`src/fps_cfg.svh`:
```
`ifndef FPS_CFG_SVH
`define FPS_CFG_SVH

// key indices; 0..9 are the digit keys
`define FPS_NKEYS 24
`define FPS_K_DP 10
`define FPS_K_STORE 11
`define FPS_K_RECALL 12
`define FPS_K_FILTER 13
`define FPS_K_SAMPLE 14
`define FPS_K_SCALE 15
`define FPS_K_HI 16
`define FPS_K_LO 17
`define FPS_K_OFFSET 18
`define FPS_K_LIMITS 19
`define FPS_K_PEAK 20
`define FPS_K_ZERO 21
`define FPS_K_FUNC 22
`define FPS_K_EXTREF 23

// numeric entry buffer
`define FPS_DIGITS 8
`define FPS_LEN_W 4
`define FPS_LEN_ZERO 4'h0
`define FPS_LEN_FULL 4'h8

// error codes shown on the display; H has no hex digit, so it uses 4'ha
`define FPS_ERR_0 4'h0
`define FPS_ERR_1 4'h1
`define FPS_ERR_3 4'h3
`define FPS_ERR_6 4'h6
`define FPS_ERR_7 4'h7
`define FPS_ERR_8 4'h8
`define FPS_ERR_9 4'h9
`define FPS_ERR_H 4'ha
`define FPS_ERR_B 4'hb
`define FPS_ERR_C 4'hc
`define FPS_ERR_D 4'hd
`define FPS_ERR_E 4'he
`define FPS_ERR_F 4'hf

// timing
`define FPS_CLK_MHZ 100
`define FPS_ERR_SHOW_MS 2000
`define FPS_FLASH_MS 250
`define FPS_TMR_W 28
`define FPS_FLASH_W 25

`endif

```
`src/fps_pkg.sv`:
```
package fps_pkg;
`include "fps_cfg.svh"

  typedef logic [`FPS_NKEYS-1:0] fps_keys_t;
  typedef logic [4:0] fps_kidx_t;

  typedef enum logic [2:0] {
    ST_IDLE = 3'h0,
    ST_STORE = 3'h1,
    ST_RECALL = 3'h2,
    ST_YES = 3'h3,
    ST_SHOW = 3'h4
  } fps_state_e;

  typedef enum logic [2:0] {
    DS_READING = 3'h0,
    DS_PROMPT = 3'h1,
    DS_DIGITS = 3'h2,
    DS_YES = 3'h3,
    DS_VALUE = 3'h4,
    DS_LIMIT = 3'h5,
    DS_ERROR = 3'h6
  } fps_disp_e;

endpackage : fps_pkg

```
`src/fps_key_if.sv`:
```
`timescale 1ns/1ns
`default_nettype none

interface fps_key_if;
  import fps_pkg::*;
  fps_keys_t held;
  fps_keys_t press;
  modport src (output held, press);
  modport snk (input held, press);
endinterface : fps_key_if

`default_nettype wire

```
`src/fps_panel.sv`:
```
`timescale 1ns/1ns
`default_nettype none
`include "fps_cfg.svh"
// Notes on behaviour
// - flash H on high voltage in math modes
// - warning flash never changes modes or values
// - store key shows question-mark prompt
// - bare terminator stores the shown reading
// - digits echoed, terminator commits entered number
// - back to reading, or limit result
// - recall prompt, value shown while key held
// - key release resumes, nothing changed
// - recall, high or low, YES, limits/peak
// - momentary error aborts, clears at trigger; one raised on a bad sequence or out-of-limit entry clears on a timer
// - latching error halts until function selected
// - error 0: bad zero or overrange entry
// - error 1: store during overload
// - error 6: display overflow
// - error 7: external reference above 20 V
// - error b: bad sequence in calibration
// - error C: bad sequence or value
// - error d: calibration memory missing or faulty
// - error F: calibration memory checksum
// - latching 9, or 3 for dc path
// - latching E: converter or memory conflict
// - error H ohms fault, 8 controller
module fps_panel
  import fps_pkg::*;
#(
  parameter int ERR_SHOW_CYC = `FPS_ERR_SHOW_MS * `FPS_CLK_MHZ * 1000,
  parameter int FLASH_CYC = `FPS_FLASH_MS * `FPS_CLK_MHZ * 1000
) (
  // clock, reset, enable
  input wire logic clk,
  input wire logic rst,
  input wire logic ce,
  // raw push buttons
  input wire logic [`FPS_NKEYS-1:0] key_pin,
  // measurement engine and trigger
  input wire logic trig,
  input wire logic overload,
  input wire logic disp_overflow,
  input wire logic entry_overrange,
  input wire logic entry_out_of_limit,
  input wire logic func_dcv_or_ohms,
  input wire logic math_mode_on,
  input wire logic hv_pin,
  input wire logic extref_over_20v,
  input wire logic ohms_conn_fault,
  input wire logic ctrl_fault,
  // module presence and calibration memory
  input wire logic cal_mode,
  input wire logic calmem_fault,
  input wire logic calmem_cksum_bad,
  input wire logic sel_module_bad,
  input wire logic sel_is_dcv,
  input wire logic ac_conv_conflict,
  // display
  output var fps_disp_e disp_sel,
  output logic [`FPS_DIGITS*4-1:0] entry_digits,
  output logic [`FPS_LEN_W-1:0] entry_len,
  output logic exp_h_flash,
  output logic func_ann_on,
  // mode commit and recall
  output logic commit,
  output fps_kidx_t commit_key,
  output logic commit_from_disp,
  output fps_kidx_t recall_key,
  output logic recall_hi,
  // errors
  output logic err_on,
  output logic err_latching,
  output logic [3:0] err_code,
  output logic abort_reading
);

  fps_key_if k ();

  fps_keys u_keys (
    .clk(clk),
    .rst(rst),
    .ce(ce),
    .key_pin(key_pin),
    .k(k)
  );

  function automatic fps_kidx_t first_key(input fps_keys_t p);
    fps_kidx_t r;
    r = '0;
    for (int i = `FPS_NKEYS - 1; i >= 0; i--) begin
      if (p[i]) begin
        r = fps_kidx_t'(i);
      end
    end
    return r;
  endfunction : first_key

  fps_state_e state_reg;
  fps_kidx_t kidx;
  logic anyp;
  logic is_digit;
  logic store_term;
  logic recall_term;
  logic halted;
  logic show_limit_reg;
  logic timed_reg;
  logic [`FPS_TMR_W-1:0] tmr_reg;
  logic bad_seq;
  logic zero_bad;
  logic store_ovl;
  logic ovr_entry;
  logic lim_entry;
  logic mom_req;
  logic [3:0] mom_code;
  logic lat_req;
  logic [3:0] lat_code;
  logic func_ok;
  logic hv_s1_reg;
  logic hv_s2_reg;
  logic phase_reg;
  logic [`FPS_FLASH_W-1:0] flash_cnt_reg;
  fps_disp_e disp_next;

  assign halted = err_latching;
  assign func_ann_on = ~err_latching;
  assign anyp = |k.press;
  assign kidx = first_key(k.press);
  assign is_digit = kidx <= fps_kidx_t'(`FPS_K_DP);
  assign store_term = k.press[`FPS_K_FILTER] | k.press[`FPS_K_SAMPLE] | k.press[`FPS_K_SCALE]
                    | k.press[`FPS_K_HI] | k.press[`FPS_K_LO] | k.press[`FPS_K_OFFSET];
  assign recall_term = k.press[`FPS_K_OFFSET] | k.press[`FPS_K_SCALE] | k.press[`FPS_K_FILTER]
                     | k.press[`FPS_K_SAMPLE] | k.press[`FPS_K_ZERO];

  // sequence faults seen on a key press
  always_comb begin
    bad_seq = 1'b0;
    zero_bad = 1'b0;
    store_ovl = 1'b0;
    ovr_entry = 1'b0;
    lim_entry = 1'b0;
    if (!halted && anyp) begin
      unique case (state_reg)
        ST_IDLE: begin
          zero_bad = k.press[`FPS_K_ZERO] & ~func_dcv_or_ohms;
          store_ovl = k.press[`FPS_K_STORE] & overload;
        end
        ST_STORE: begin
          if (!is_digit && store_term) begin
            ovr_entry = (entry_len != `FPS_LEN_ZERO) & entry_overrange;
            lim_entry = (entry_len != `FPS_LEN_ZERO) & entry_out_of_limit;
          end else if (!is_digit) begin
            bad_seq = 1'b1;
          end
        end
        ST_RECALL: bad_seq = ~recall_term & ~k.press[`FPS_K_HI] & ~k.press[`FPS_K_LO];
        ST_YES: bad_seq = ~k.press[`FPS_K_LIMITS] & ~k.press[`FPS_K_PEAK];
        ST_SHOW: bad_seq = 1'b0;
        default: bad_seq = 1'b0;
      endcase
    end
  end

  // momentary sources, most severe first
  always_comb begin
    mom_req = 1'b1;
    mom_code = `FPS_ERR_0;
    if (ctrl_fault) begin
      mom_code = `FPS_ERR_8;
    end else if (calmem_fault) begin
      mom_code = `FPS_ERR_D;
    end else if (calmem_cksum_bad) begin
      mom_code = `FPS_ERR_F;
    end else if (ohms_conn_fault) begin
      mom_code = `FPS_ERR_H;
    end else if (extref_over_20v) begin
      mom_code = `FPS_ERR_7;
    end else if (disp_overflow) begin
      mom_code = `FPS_ERR_6;
    end else if (store_ovl) begin
      mom_code = `FPS_ERR_1;
    end else if (zero_bad || ovr_entry) begin
      mom_code = `FPS_ERR_0;
    end else if (bad_seq) begin
      mom_code = cal_mode ? `FPS_ERR_B : `FPS_ERR_C;
    end else if (lim_entry) begin
      mom_code = `FPS_ERR_C;
    end else begin
      mom_req = 1'b0;
    end
  end

  // latching sources
  always_comb begin
    lat_req = 1'b0;
    lat_code = `FPS_ERR_E;
    if (ac_conv_conflict) begin
      lat_req = 1'b1;
    end else if (k.press[`FPS_K_FUNC] && sel_module_bad) begin
      lat_req = 1'b1;
      lat_code = sel_is_dcv ? `FPS_ERR_3 : `FPS_ERR_9;
    end
  end
  assign func_ok = k.press[`FPS_K_FUNC] & ~sel_module_bad & ~ac_conv_conflict;

  // error register; errors raised with bad_seq or lim_entry time out, other momentary ones wait for a trigger, latching ones for a function key
  always_ff @(posedge clk) begin
    if (rst) begin
      err_on <= 1'b0;
      err_latching <= 1'b0;
      err_code <= `FPS_ERR_0;
      timed_reg <= 1'b0;
      tmr_reg <= '0;
      abort_reading <= 1'b0;
    end else if (ce) begin
      abort_reading <= 1'b0;
      tmr_reg <= tmr_reg + 1'b1;
      if (lat_req) begin
        err_on <= 1'b1;
        err_latching <= 1'b1;
        err_code <= lat_code;
      end else if (err_latching) begin
        if (func_ok) begin
          err_on <= 1'b0;
          err_latching <= 1'b0;
        end
      end else if (mom_req) begin
        err_on <= 1'b1;
        err_code <= mom_code;
        abort_reading <= 1'b1;
        timed_reg <= bad_seq | lim_entry;
        tmr_reg <= '0;
      end else if (err_on && (timed_reg ? tmr_reg == `FPS_TMR_W'(ERR_SHOW_CYC - 1) : trig)) begin
        err_on <= 1'b0;
      end
    end
  end

  // store and recall sequencer
  always_ff @(posedge clk) begin
    if (rst) begin
      state_reg <= ST_IDLE;
      entry_digits <= '0;
      entry_len <= `FPS_LEN_ZERO;
      commit <= 1'b0;
      commit_key <= '0;
      commit_from_disp <= 1'b0;
      recall_key <= '0;
      recall_hi <= 1'b0;
      show_limit_reg <= 1'b0;
    end else if (ce) begin
      commit <= 1'b0;
      if (halted) begin
        state_reg <= ST_IDLE;
      end else if (state_reg == ST_SHOW) begin
        if (!k.held[recall_key]) begin
          state_reg <= ST_IDLE;
        end
      end else if (anyp) begin
        unique case (state_reg)
          ST_IDLE: begin
            if (k.press[`FPS_K_STORE] && !overload) begin
              state_reg <= ST_STORE;
              entry_len <= `FPS_LEN_ZERO;
              entry_digits <= '0;
              show_limit_reg <= 1'b0;
            end else if (k.press[`FPS_K_RECALL]) begin
              state_reg <= ST_RECALL;
            end else if (k.press[`FPS_K_FUNC]) begin
              show_limit_reg <= 1'b0;
            end
          end
          ST_STORE: begin
            if (is_digit) begin
              if (entry_len != `FPS_LEN_FULL) begin
                entry_digits <= {entry_digits[`FPS_DIGITS*4-5:0], kidx[3:0]};
                entry_len <= entry_len + 1'b1;
              end
            end else begin
              state_reg <= ST_IDLE;
              if (store_term && !ovr_entry && !lim_entry) begin
                commit <= 1'b1;
                commit_key <= kidx;
                commit_from_disp <= entry_len == `FPS_LEN_ZERO;
                show_limit_reg <= k.press[`FPS_K_HI] | k.press[`FPS_K_LO];
              end
            end
          end
          ST_RECALL: begin
            if (recall_term) begin
              state_reg <= ST_SHOW;
              recall_key <= kidx;
            end else if (k.press[`FPS_K_HI] || k.press[`FPS_K_LO]) begin
              state_reg <= ST_YES;
              recall_hi <= k.press[`FPS_K_HI];
            end else begin
              state_reg <= ST_IDLE;
            end
          end
          ST_YES: begin
            if (k.press[`FPS_K_LIMITS] || k.press[`FPS_K_PEAK]) begin
              state_reg <= ST_SHOW;
              recall_key <= kidx;
            end else begin
              state_reg <= ST_IDLE;
            end
          end
          default: state_reg <= ST_IDLE;
        endcase
      end
    end
  end

  // display selection, registered; one cycle behind the state
  always_comb begin
    disp_next = DS_READING;
    if (err_on) begin
      disp_next = DS_ERROR;
    end else begin
      unique case (state_reg)
        ST_IDLE: disp_next = show_limit_reg ? DS_LIMIT : DS_READING;
        ST_STORE: disp_next = (entry_len == `FPS_LEN_ZERO) ? DS_PROMPT : DS_DIGITS;
        ST_RECALL: disp_next = DS_PROMPT;
        ST_YES: disp_next = DS_YES;
        ST_SHOW: disp_next = DS_VALUE;
        default: disp_next = DS_READING;
      endcase
    end
  end

  always_ff @(posedge clk) begin
    if (rst) begin
      disp_sel <= DS_READING;
    end else if (ce) begin
      disp_sel <= disp_next;
    end
  end

  // high-voltage warning; comparator is asynchronous to clk
  always_ff @(posedge clk) begin
    if (rst) begin
      hv_s1_reg <= 1'b0;
      hv_s2_reg <= 1'b0;
      flash_cnt_reg <= '0;
      phase_reg <= 1'b0;
      exp_h_flash <= 1'b0;
    end else if (ce) begin
      hv_s1_reg <= hv_pin;
      hv_s2_reg <= hv_s1_reg;
      if (flash_cnt_reg == `FPS_FLASH_W'(FLASH_CYC - 1)) begin
        flash_cnt_reg <= '0;
        phase_reg <= ~phase_reg;
      end else begin
        flash_cnt_reg <= flash_cnt_reg + 1'b1;
      end
      // drives only the exponent field, nothing else reads it
      exp_h_flash <= math_mode_on & hv_s2_reg & phase_reg;
    end
  end
endmodule : fps_panel

`default_nettype wire

```
`src/fps_keys.sv`:
```
`timescale 1ns/1ns
`default_nettype none
`include "fps_cfg.svh"

module fps_keys
  import fps_pkg::*;
(
  // clock, reset, enable
  input wire logic clk,
  input wire logic rst,
  input wire logic ce,
  // raw buttons
  input wire logic [`FPS_NKEYS-1:0] key_pin,
  // conditioned keys
  fps_key_if.src k
);

  fps_keys_t s1_reg;
  fps_keys_t s2_reg;

  // first stage feeds only the second
  always_ff @(posedge clk) begin
    if (rst) begin
      s1_reg <= '0;
      s2_reg <= '0;
    end else if (ce) begin
      s1_reg <= key_pin;
      s2_reg <= s1_reg;
    end
  end

  // press lines up with the rising edge of held
  always_ff @(posedge clk) begin
    if (rst) begin
      k.held <= '0;
      k.press <= '0;
    end else if (ce) begin
      k.held <= s2_reg;
      k.press <= s2_reg & ~k.held;
    end
  end

endmodule : fps_keys

`default_nettype wire

```
`config.mk`:
```
export PLATFORM = sky130hd
export DESIGN_NAME = fps_panel
export DESIGN_NICKNAME = d
export VERILOG_FILES = /design/src/fps_pkg.sv /design/src/fps_key_if.sv /design/src/fps_panel.sv /design/src/fps_keys.sv
export VERILOG_INCLUDE_DIRS = /design/src /design/src/src
export SDC_FILE = /design/constraint.sdc
export NUM_CORES = 1
export LEC_CHECK = 0
export ABC_CLOCK_PERIOD_IN_PS = 4300
export BUFFER_PORTS_ARGS = -buffer_cell sky130_fd_sc_hd__buf_2
export CAP_MARGIN = 5
export CORE_ASPECT_RATIO = 1.25
export CORE_MARGIN = 4
export CORE_UTILIZATION = 60
export CTS_CLUSTER_DIAMETER = 100
export DETAILED_ROUTE_END_ITERATION = 10
export PLACE_DENSITY = 0.82
export SLEW_MARGIN = 20
export SYNTH_ARGS = -nofsm -noshare
export SYNTH_HDL_FRONTEND = slang
export SYNTH_SLANG_ARGS = --single-unit
```
`constraint.sdc`:
```
create_clock -name clk -period 4.3 [get_ports clk]
set_input_delay 0.645 -clock clk [delete_from_list [all_inputs] [get_ports clk]]
set_output_delay 0.645 -clock clk [all_outputs]
set_load 0.01 [all_outputs]
```
After elaboration in Yosys (flattened, before gate mapping)
Index checks and enable logic that the tools add are counted.
{"block": "word_totals", "in_bits": 44, "register_bits": 217, "elab_cells": 245}
{"block": "op_classes", "bitwise": 37, "addsub": 3, "muxes": 123, "n_eq_ne": 21, "n_reduce_logical": 34, "n_lt_le_gt_ge": 2}
{"op": "5-bit 2-to-1 mux", "count": 26}
{"op": "32-bit 2-to-1 mux", "count": 3}
{"op": "28-bit 2-to-1 mux", "count": 3}
{"op": "4-bit 2-to-1 mux", "count": 19}
{"op": "32-bit one-hot mux with 2 select lines", "count": 1}
{"op": "1-bit 2-to-1 mux", "count": 49}
{"op": "3-bit 2-to-1 mux", "count": 12}
{"op": "28-bit by 1-bit adder with 28-bit output, second input constant", "count": 1}
{"op": "28-bit equality test, second input constant", "count": 1}
{"op": "25-bit by 1-bit adder with 25-bit output, second input constant", "count": 1}
{"op": "25-bit equality test, second input constant", "count": 1}
{"op": "25-bit 2-to-1 mux", "count": 1}
{"op": "24-bit AND", "count": 1}
{"op": "24-bit NOT", "count": 1}
{"op": "24-bit OR reduction", "count": 1}
{"op": "7-bit AND reduction", "count": 3}
{"op": "3-bit one-hot mux with 5 select lines", "count": 1}
{"op": "2-bit inequality test, second input constant", "count": 7}
{"op": "1-bit NOT", "count": 13}
{"op": "3-bit one-hot mux with 4 select lines", "count": 1}
{"op": "1-bit AND", "count": 11}
{"op": "1-bit bitwise OR", "count": 11}
{"op": "5-bit one-hot mux with 2 select lines", "count": 1}
{"op": "9-bit AND reduction", "count": 1}
{"op": "30 further kinds", "count": 50}

Logic depth before layout (Yosys ltp)
{"block": "logic_depth", "ltp_word": 43, "depth_mapped": 12, "ltp_nobuf": 10}

Hierarchy
Synthesis repeated with hierarchy kept, for this count alone.
{"block": "hier_totals", "cells_unflattened": 1017, "hier_area_um2": 9417.8}
{"module": "fps_panel", "area_per_inst_um2": 5848.1, "instances": 1, "cells_per_inst": 681}
{"module": "fps_keys", "area_per_inst_um2": 3569.7, "instances": 1, "cells_per_inst": 336}

Worst setup path before layout
Ideal clock, no wire load.
{"block": "synth_timing", "kind": "register to register", "start": "reg u_keys.k.press[22]", "end": "reg err_code[2]", "n_path_buf": 2, "required_time_ps": 4205, "setup_ps": 95, "path_stages_with_launch": 12, "slack_ps": 1506, "arrival_time_ps": 2698, "cell_sequence": "dfxtp_1 > buf_6 > or4_4 > or3_4 > o21a_1 > buf_6 > nand4_4 > a21oi_2 > a2111o_1 > o31ai_4 > nor2_1 > a221oi_1"}
{"block": "synth_via", "elab_chain_cells": 42, "word_cells_on_any_way": 72}
{"item": "start, declared", "line": "fps_key_if.sv:8", "source": "modport src (output held, press);"}
{"item": "start signal, assigned", "line": "fps_keys.sv:39", "source": "k.press <= s2_reg & ~k.held;"}
{"item": "5-bit 2-to-1 mux (23 in series)", "line": "fps_panel.sv:91", "source": "if (p[i]) begin"}
{"item": "5-bit by 4-bit less-or-equal comparator with 1-bit output", "line": "fps_panel.sv:128", "source": "assign is_digit = kidx <= fps_kidx_t'(`FPS_K_DP);"}
{"item": "1-bit zero test"}
{"item": "1-bit logical AND", "line": "fps_panel.sv:148", "source": "if (!is_digit && store_term) begin"}
{"item": "1-bit 2-to-1 mux", "line": "fps_panel.sv:148"}
{"item": "1-bit 2-to-1 mux", "line": "fps_panel.sv:142", "source": "unique case (state_reg)"}
{"item": "1-bit 2-to-1 mux", "line": "fps_panel.sv:141", "source": "if (!halted && anyp) begin"}
{"item": "4-bit 2-to-1 mux", "line": "fps_panel.sv:185", "source": "end else if (lim_entry) begin"}
{"item": "(+4 left out)"}
{"item": "4-bit 2-to-1 mux", "line": "fps_panel.sv:175", "source": "end else if (extref_over_20v) begin"}
{"item": "4-bit 2-to-1 mux", "line": "fps_panel.sv:173", "source": "end else if (ohms_conn_fault) begin"}
{"item": "4-bit 2-to-1 mux", "line": "fps_panel.sv:171", "source": "end else if (calmem_cksum_bad) begin"}
{"item": "4-bit 2-to-1 mux", "line": "fps_panel.sv:169", "source": "end else if (calmem_fault) begin"}
{"item": "4-bit 2-to-1 mux", "line": "fps_panel.sv:167", "source": "if (ctrl_fault) begin"}
{"item": "4-bit 2-to-1 mux", "line": "fps_panel.sv:226", "source": "end else if (mom_req) begin"}
{"item": "4-bit 2-to-1 mux", "line": "fps_panel.sv:221", "source": "end else if (err_latching) begin"}
{"item": "4-bit 2-to-1 mux", "line": "fps_panel.sv:217", "source": "if (lat_req) begin"}
{"item": "end signal, assigned", "line": "fps_panel.sv:210", "source": "err_code <= `FPS_ERR_0;"}
{"item": "end signal, assigned", "line": "fps_panel.sv:220", "source": "err_code <= lat_code;"}
{"item": "end signal, assigned", "line": "fps_panel.sv:228", "source": "err_code <= mom_code;"}
{"item": "end, declared", "line": "fps_panel.sv:73", "source": "output logic [3:0] err_code,"}
Parallel ways exist; a longest one is shown, timed or not. The select of a mux whose other input is x is not followed.
A chain may end at the register's enable or synchronous reset.

Final worst setup path
{"block": "layout_timing", "start": "reg u_keys.k.press[8]", "end": "reg err_code[2]"}
{"block": "layout_via", "elab_chain_cells": 28, "word_cells_on_any_way": 52}
{"item": "5-bit 2-to-1 mux (9 in series)", "line": "fps_panel.sv:91"}
{"item": "5-bit by 4-bit less-or-equal comparator with 1-bit output", "line": "fps_panel.sv:128"}
{"item": "1-bit zero test"}
{"item": "1-bit logical AND", "line": "fps_panel.sv:148"}
{"item": "1-bit 2-to-1 mux", "line": "fps_panel.sv:148"}
{"item": "1-bit 2-to-1 mux", "line": "fps_panel.sv:142"}
{"item": "1-bit 2-to-1 mux", "line": "fps_panel.sv:141"}
{"item": "4-bit 2-to-1 mux", "line": "fps_panel.sv:185"}
{"item": "(+4 left out)"}
{"item": "4-bit 2-to-1 mux", "line": "fps_panel.sv:175"}
{"item": "4-bit 2-to-1 mux", "line": "fps_panel.sv:173"}
{"item": "4-bit 2-to-1 mux", "line": "fps_panel.sv:171"}
{"item": "4-bit 2-to-1 mux", "line": "fps_panel.sv:169"}
{"item": "4-bit 2-to-1 mux", "line": "fps_panel.sv:167"}
{"item": "4-bit 2-to-1 mux", "line": "fps_panel.sv:226"}
{"item": "4-bit 2-to-1 mux", "line": "fps_panel.sv:221"}
{"item": "4-bit 2-to-1 mux", "line": "fps_panel.sv:217"}
Parallel ways exist; a longest one is shown, timed or not. The select of a mux whose other input is x is not followed.

==> impl_metrics.tcl <==
set metrics [dict create \
    clockBufferDepth 3 \
    die_area_mm2 0.0175 \
    slew_violations 0 \
    fill_cells 1173 \
    synth_edf_count 0 \
    path_class "reg2reg" \
    fmax_mhz 312 \
    endpoint_kind "register" \
    syn_area_mm2 0.00929 \
    total_power_mw 4.27 \
    syn-instance-count 1044 \
    cts_made_buffers 22 \
    hold_viol 0 \
    grt-ovfl-total 0 \
    area_growth_pct 14.6 \
    cts_resized 0 \
    skew_ns 0.0192 \
    grt_max_degree 98 \
    seq_area_frac_synth 0.468 \
    syn_nets 1092 \
    peakVddDrop_uv 349 \
    die_h_um 147 \
    leakagePower_nw 4.23 \
    synth-warning-count 0 \
    avgSynthCellArea_um2 8.90 \
    gp_congestion 0.952 \
    whs_ns 0.378 \
    grt_usage 0.244 \
    start_util 0.616 \
    final_net_count 1172 \
    dp_cells 1308 \
    ant_nets 0 \
    synth.distinct_cells 65 \
    core_mm2 0.0151 \
    root_buffer "clkbuf_16" \
    largest_reg_flops 32 \
    ys.flop_type "dfxtp_1" \
    cts_tree "done" \
    hold_class "in2reg" \
    crit_top_cell "nand3_1" \
    powerDensity_mw_per_mm2 402 \
    drc_errors 0 \
    relSlewSlack 0.361 \
    outcome "completed" \
    die_w_um 119 \
    required_ns 4.71 \
    period_share 0.745 \
    first_global_vias 7295 \
    critPathMaxFanout 6 \
    h-tree-depth 1 \
    worst_slew_pin_slew_ns 0.959 \
    place_hpwl_mm 15.0 \
    diodes 0 \
    crit_chain "nor4_1 > nand3_1 > o21ai_0 > nor2_1 > nor4b_1 > or2_0 > o311ai_0 > nand3_1 > a221oi_1" \
    async_flop_share 0 \
    wl_per_cell_um 16.0 \
    pin_count 105 \
    fin_crit_ns 3.20 \
    cp_slowest_cell "nor4_1" \
    postRouteWirelength_mm 21.6 \
    cts_sinks 217 \
    antenna_found_initial 0 \
    worst_ep_arrival_time_ns 3.62 \
    stdcell_count 1348 \
    grt_pass1_wl_mm 36.3 \
    finalSetupViolCount 0 \
    vias 7622 \
    via_per_inst 5.65 \
    fp-row-count 50 \
    startpoint_type "register" \
    critPathMaxStageDelay_ns 0.76 \
    rsz0062_at_grt "no" \
    first_iter_violations 726 \
    dr.pass1.iters 5 \
    port_buffers 104 \
    drive_gt1_frac 0.145 \
    postCtsHoldBufs 0 \
    clkLatencyLatePin_ns 0.51 \
    path_clk_slew_ns 0.07 \
    tns_ns 0 \
    max-cap-violations 0 \
    synth_seq_cells 217 \
    cts_setup_buffers 0 \
]
==> cell type report <==
type | count | area [um2] | share of cell area
clock buffers | 32 | 639 | 0.0601
clock inverters | 8 | 92.6 | 0.00870
inverters | 27 | 101 | 0.00952
multi-input cells | 744 | 4610 | 0.433
flip-flops and latches | 217 | 4340 | 0.408
well taps | 208 | 260 | 0.0245
repair buffers | 112 | 593 | 0.0557
==> power breakdown <==
part | leakage, nW | switching (mW) | internal (mW) | total (mW)
clock network | 0.360 | 0.761 | 1.15 | 1.91
logic | 2.11 | 0.174 | 0.102 | 0.276
registers | 1.76 | 0.0329 | 2.05 | 2.08
==> cell usage in the layout (no fill, tap or decap), types with 5 or more instances in the layout <==
| cell type | instances |
|---|---|
| nor2_1 | 232 |
| xnor2_1 | 22 |
| o31ai_1 | 6 |
| nand2b_1 | 9 |
| nor4b_1 | 6 |
| nand2_1 | 69 |
| a22oi_1 | 33 |
| xor2_1 | 31 |
| nor2b_1 | 6 |
| and3_1 | 6 |
| nor4_1 | 14 |
| nand4_1 | 17 |
| inv_1 | 26 |
| a21oi_1 | 44 |
| clkinv_2 | 5 |
| nand3b_1 | 25 |
| nor3_1 | 19 |
| a211oi_1 | 5 |
| nand3_1 | 28 |
| o21ai_0 | 15 |
| clkbuf_1 | 6 |
| clkbuf_16 | 23 |
| mux4_2 | 6 |
| buf_2 | 102 |
| dfxtp_1 | 217 |
| buf_4 | 8 |
| mux2i_1 | 88 |
==> final timing paths <==
kind                                         from               end  slack (ns)  depth (start not counted)
worst max-delay path            u_keys.k.press[8]       err_code[2]        1.10                          9
worst min-delay path                   key_pin[0]  u_keys.s1_reg[0]        0.38                          3
worst max register to register  u_keys.k.press[8]       err_code[2]        1.10                          9
worst min register to register        exp_h_flash       exp_h_flash        0.47                          2
==> critical path, delay by kind of cell (launching register included) <==
family	cells	cell delay (ns)
flops	1	0.35
compound gates	3	1.09
simple gates	6	1.69
==> per-layer routing <==
metal / GRT usage / wire length (um)
met4: 0.0846 / 631
met5: 0 / 0
met3: 0.0370 / 1000
met2: 0.408 / 10400
met1: 0.322 / 9520
==> kinds of logic after synthesis <==
family                     count (synthesis)  share of synthesized area
and+or+nand+nor                          454                      0.230
muxes                                     94                      0.109
buffers and inverters                     83                     0.0357
DFF                                      217                      0.468
adders and majority gates                  4                    0.00539
AOI/OAI and AO/OA                        139                      0.102
xor gates and xnor gates                  53                     0.0500
==> through the flow <==
step	worst slack, ns	utilization	area [um2]
after floorplan	1.51	-	9290
after global placement	1.32	0.657	9910
after detailed placement	1.19	0.657	9910
after CTS	1.17	0.706	10600
after global routing	0.855	0.706	10600
final	1.10	0.706	10600
==> cell usage after synthesis, types with 3 or more instances <==
| master | number | area share |
|---|---|---|
| a221oi_1 | 4 | 0.0038 |
| nor2b_1 | 7 | 0.0047 |
| nor2_1 | 232 | 0.094 |
| a2111oi_0 | 4 | 0.0038 |
| a21oi_1 | 44 | 0.024 |
| nand4_1 | 17 | 0.011 |
| nor4_1 | 14 | 0.0094 |
| mux2i_1 | 88 | 0.095 |
| mux4_2 | 6 | 0.015 |
| inv_1 | 26 | 0.011 |
| and2_1 | 4 | 0.0027 |
| and4_1 | 3 | 0.0028 |
| nor3_1 | 19 | 0.010 |
| nand2_1 | 69 | 0.028 |
| a22oi_1 | 33 | 0.027 |
| o31ai_1 | 6 | 0.0049 |
| o21ai_0 | 15 | 0.0081 |
| or3_1 | 3 | 0.0020 |
| nor4b_1 | 6 | 0.0057 |
| nand3_1 | 28 | 0.015 |
| xor2_1 | 31 | 0.029 |
| a211oi_1 | 5 | 0.0040 |
| and3_1 | 6 | 0.0040 |
| nand3b_1 | 25 | 0.020 |
| nand2b_1 | 9 | 0.0061 |
| buf_2 | 4 | 0.0022 |
| clkbuf_1 | 42 | 0.017 |
| dfxtp_1 | 217 | 0.47 |
| xnor2_1 | 22 | 0.021 |
| ha_1 | 4 | 0.0054 |
| buf_1 | 8 | 0.0032 |
Note: power is estimated with default switching activity, not from simulation.
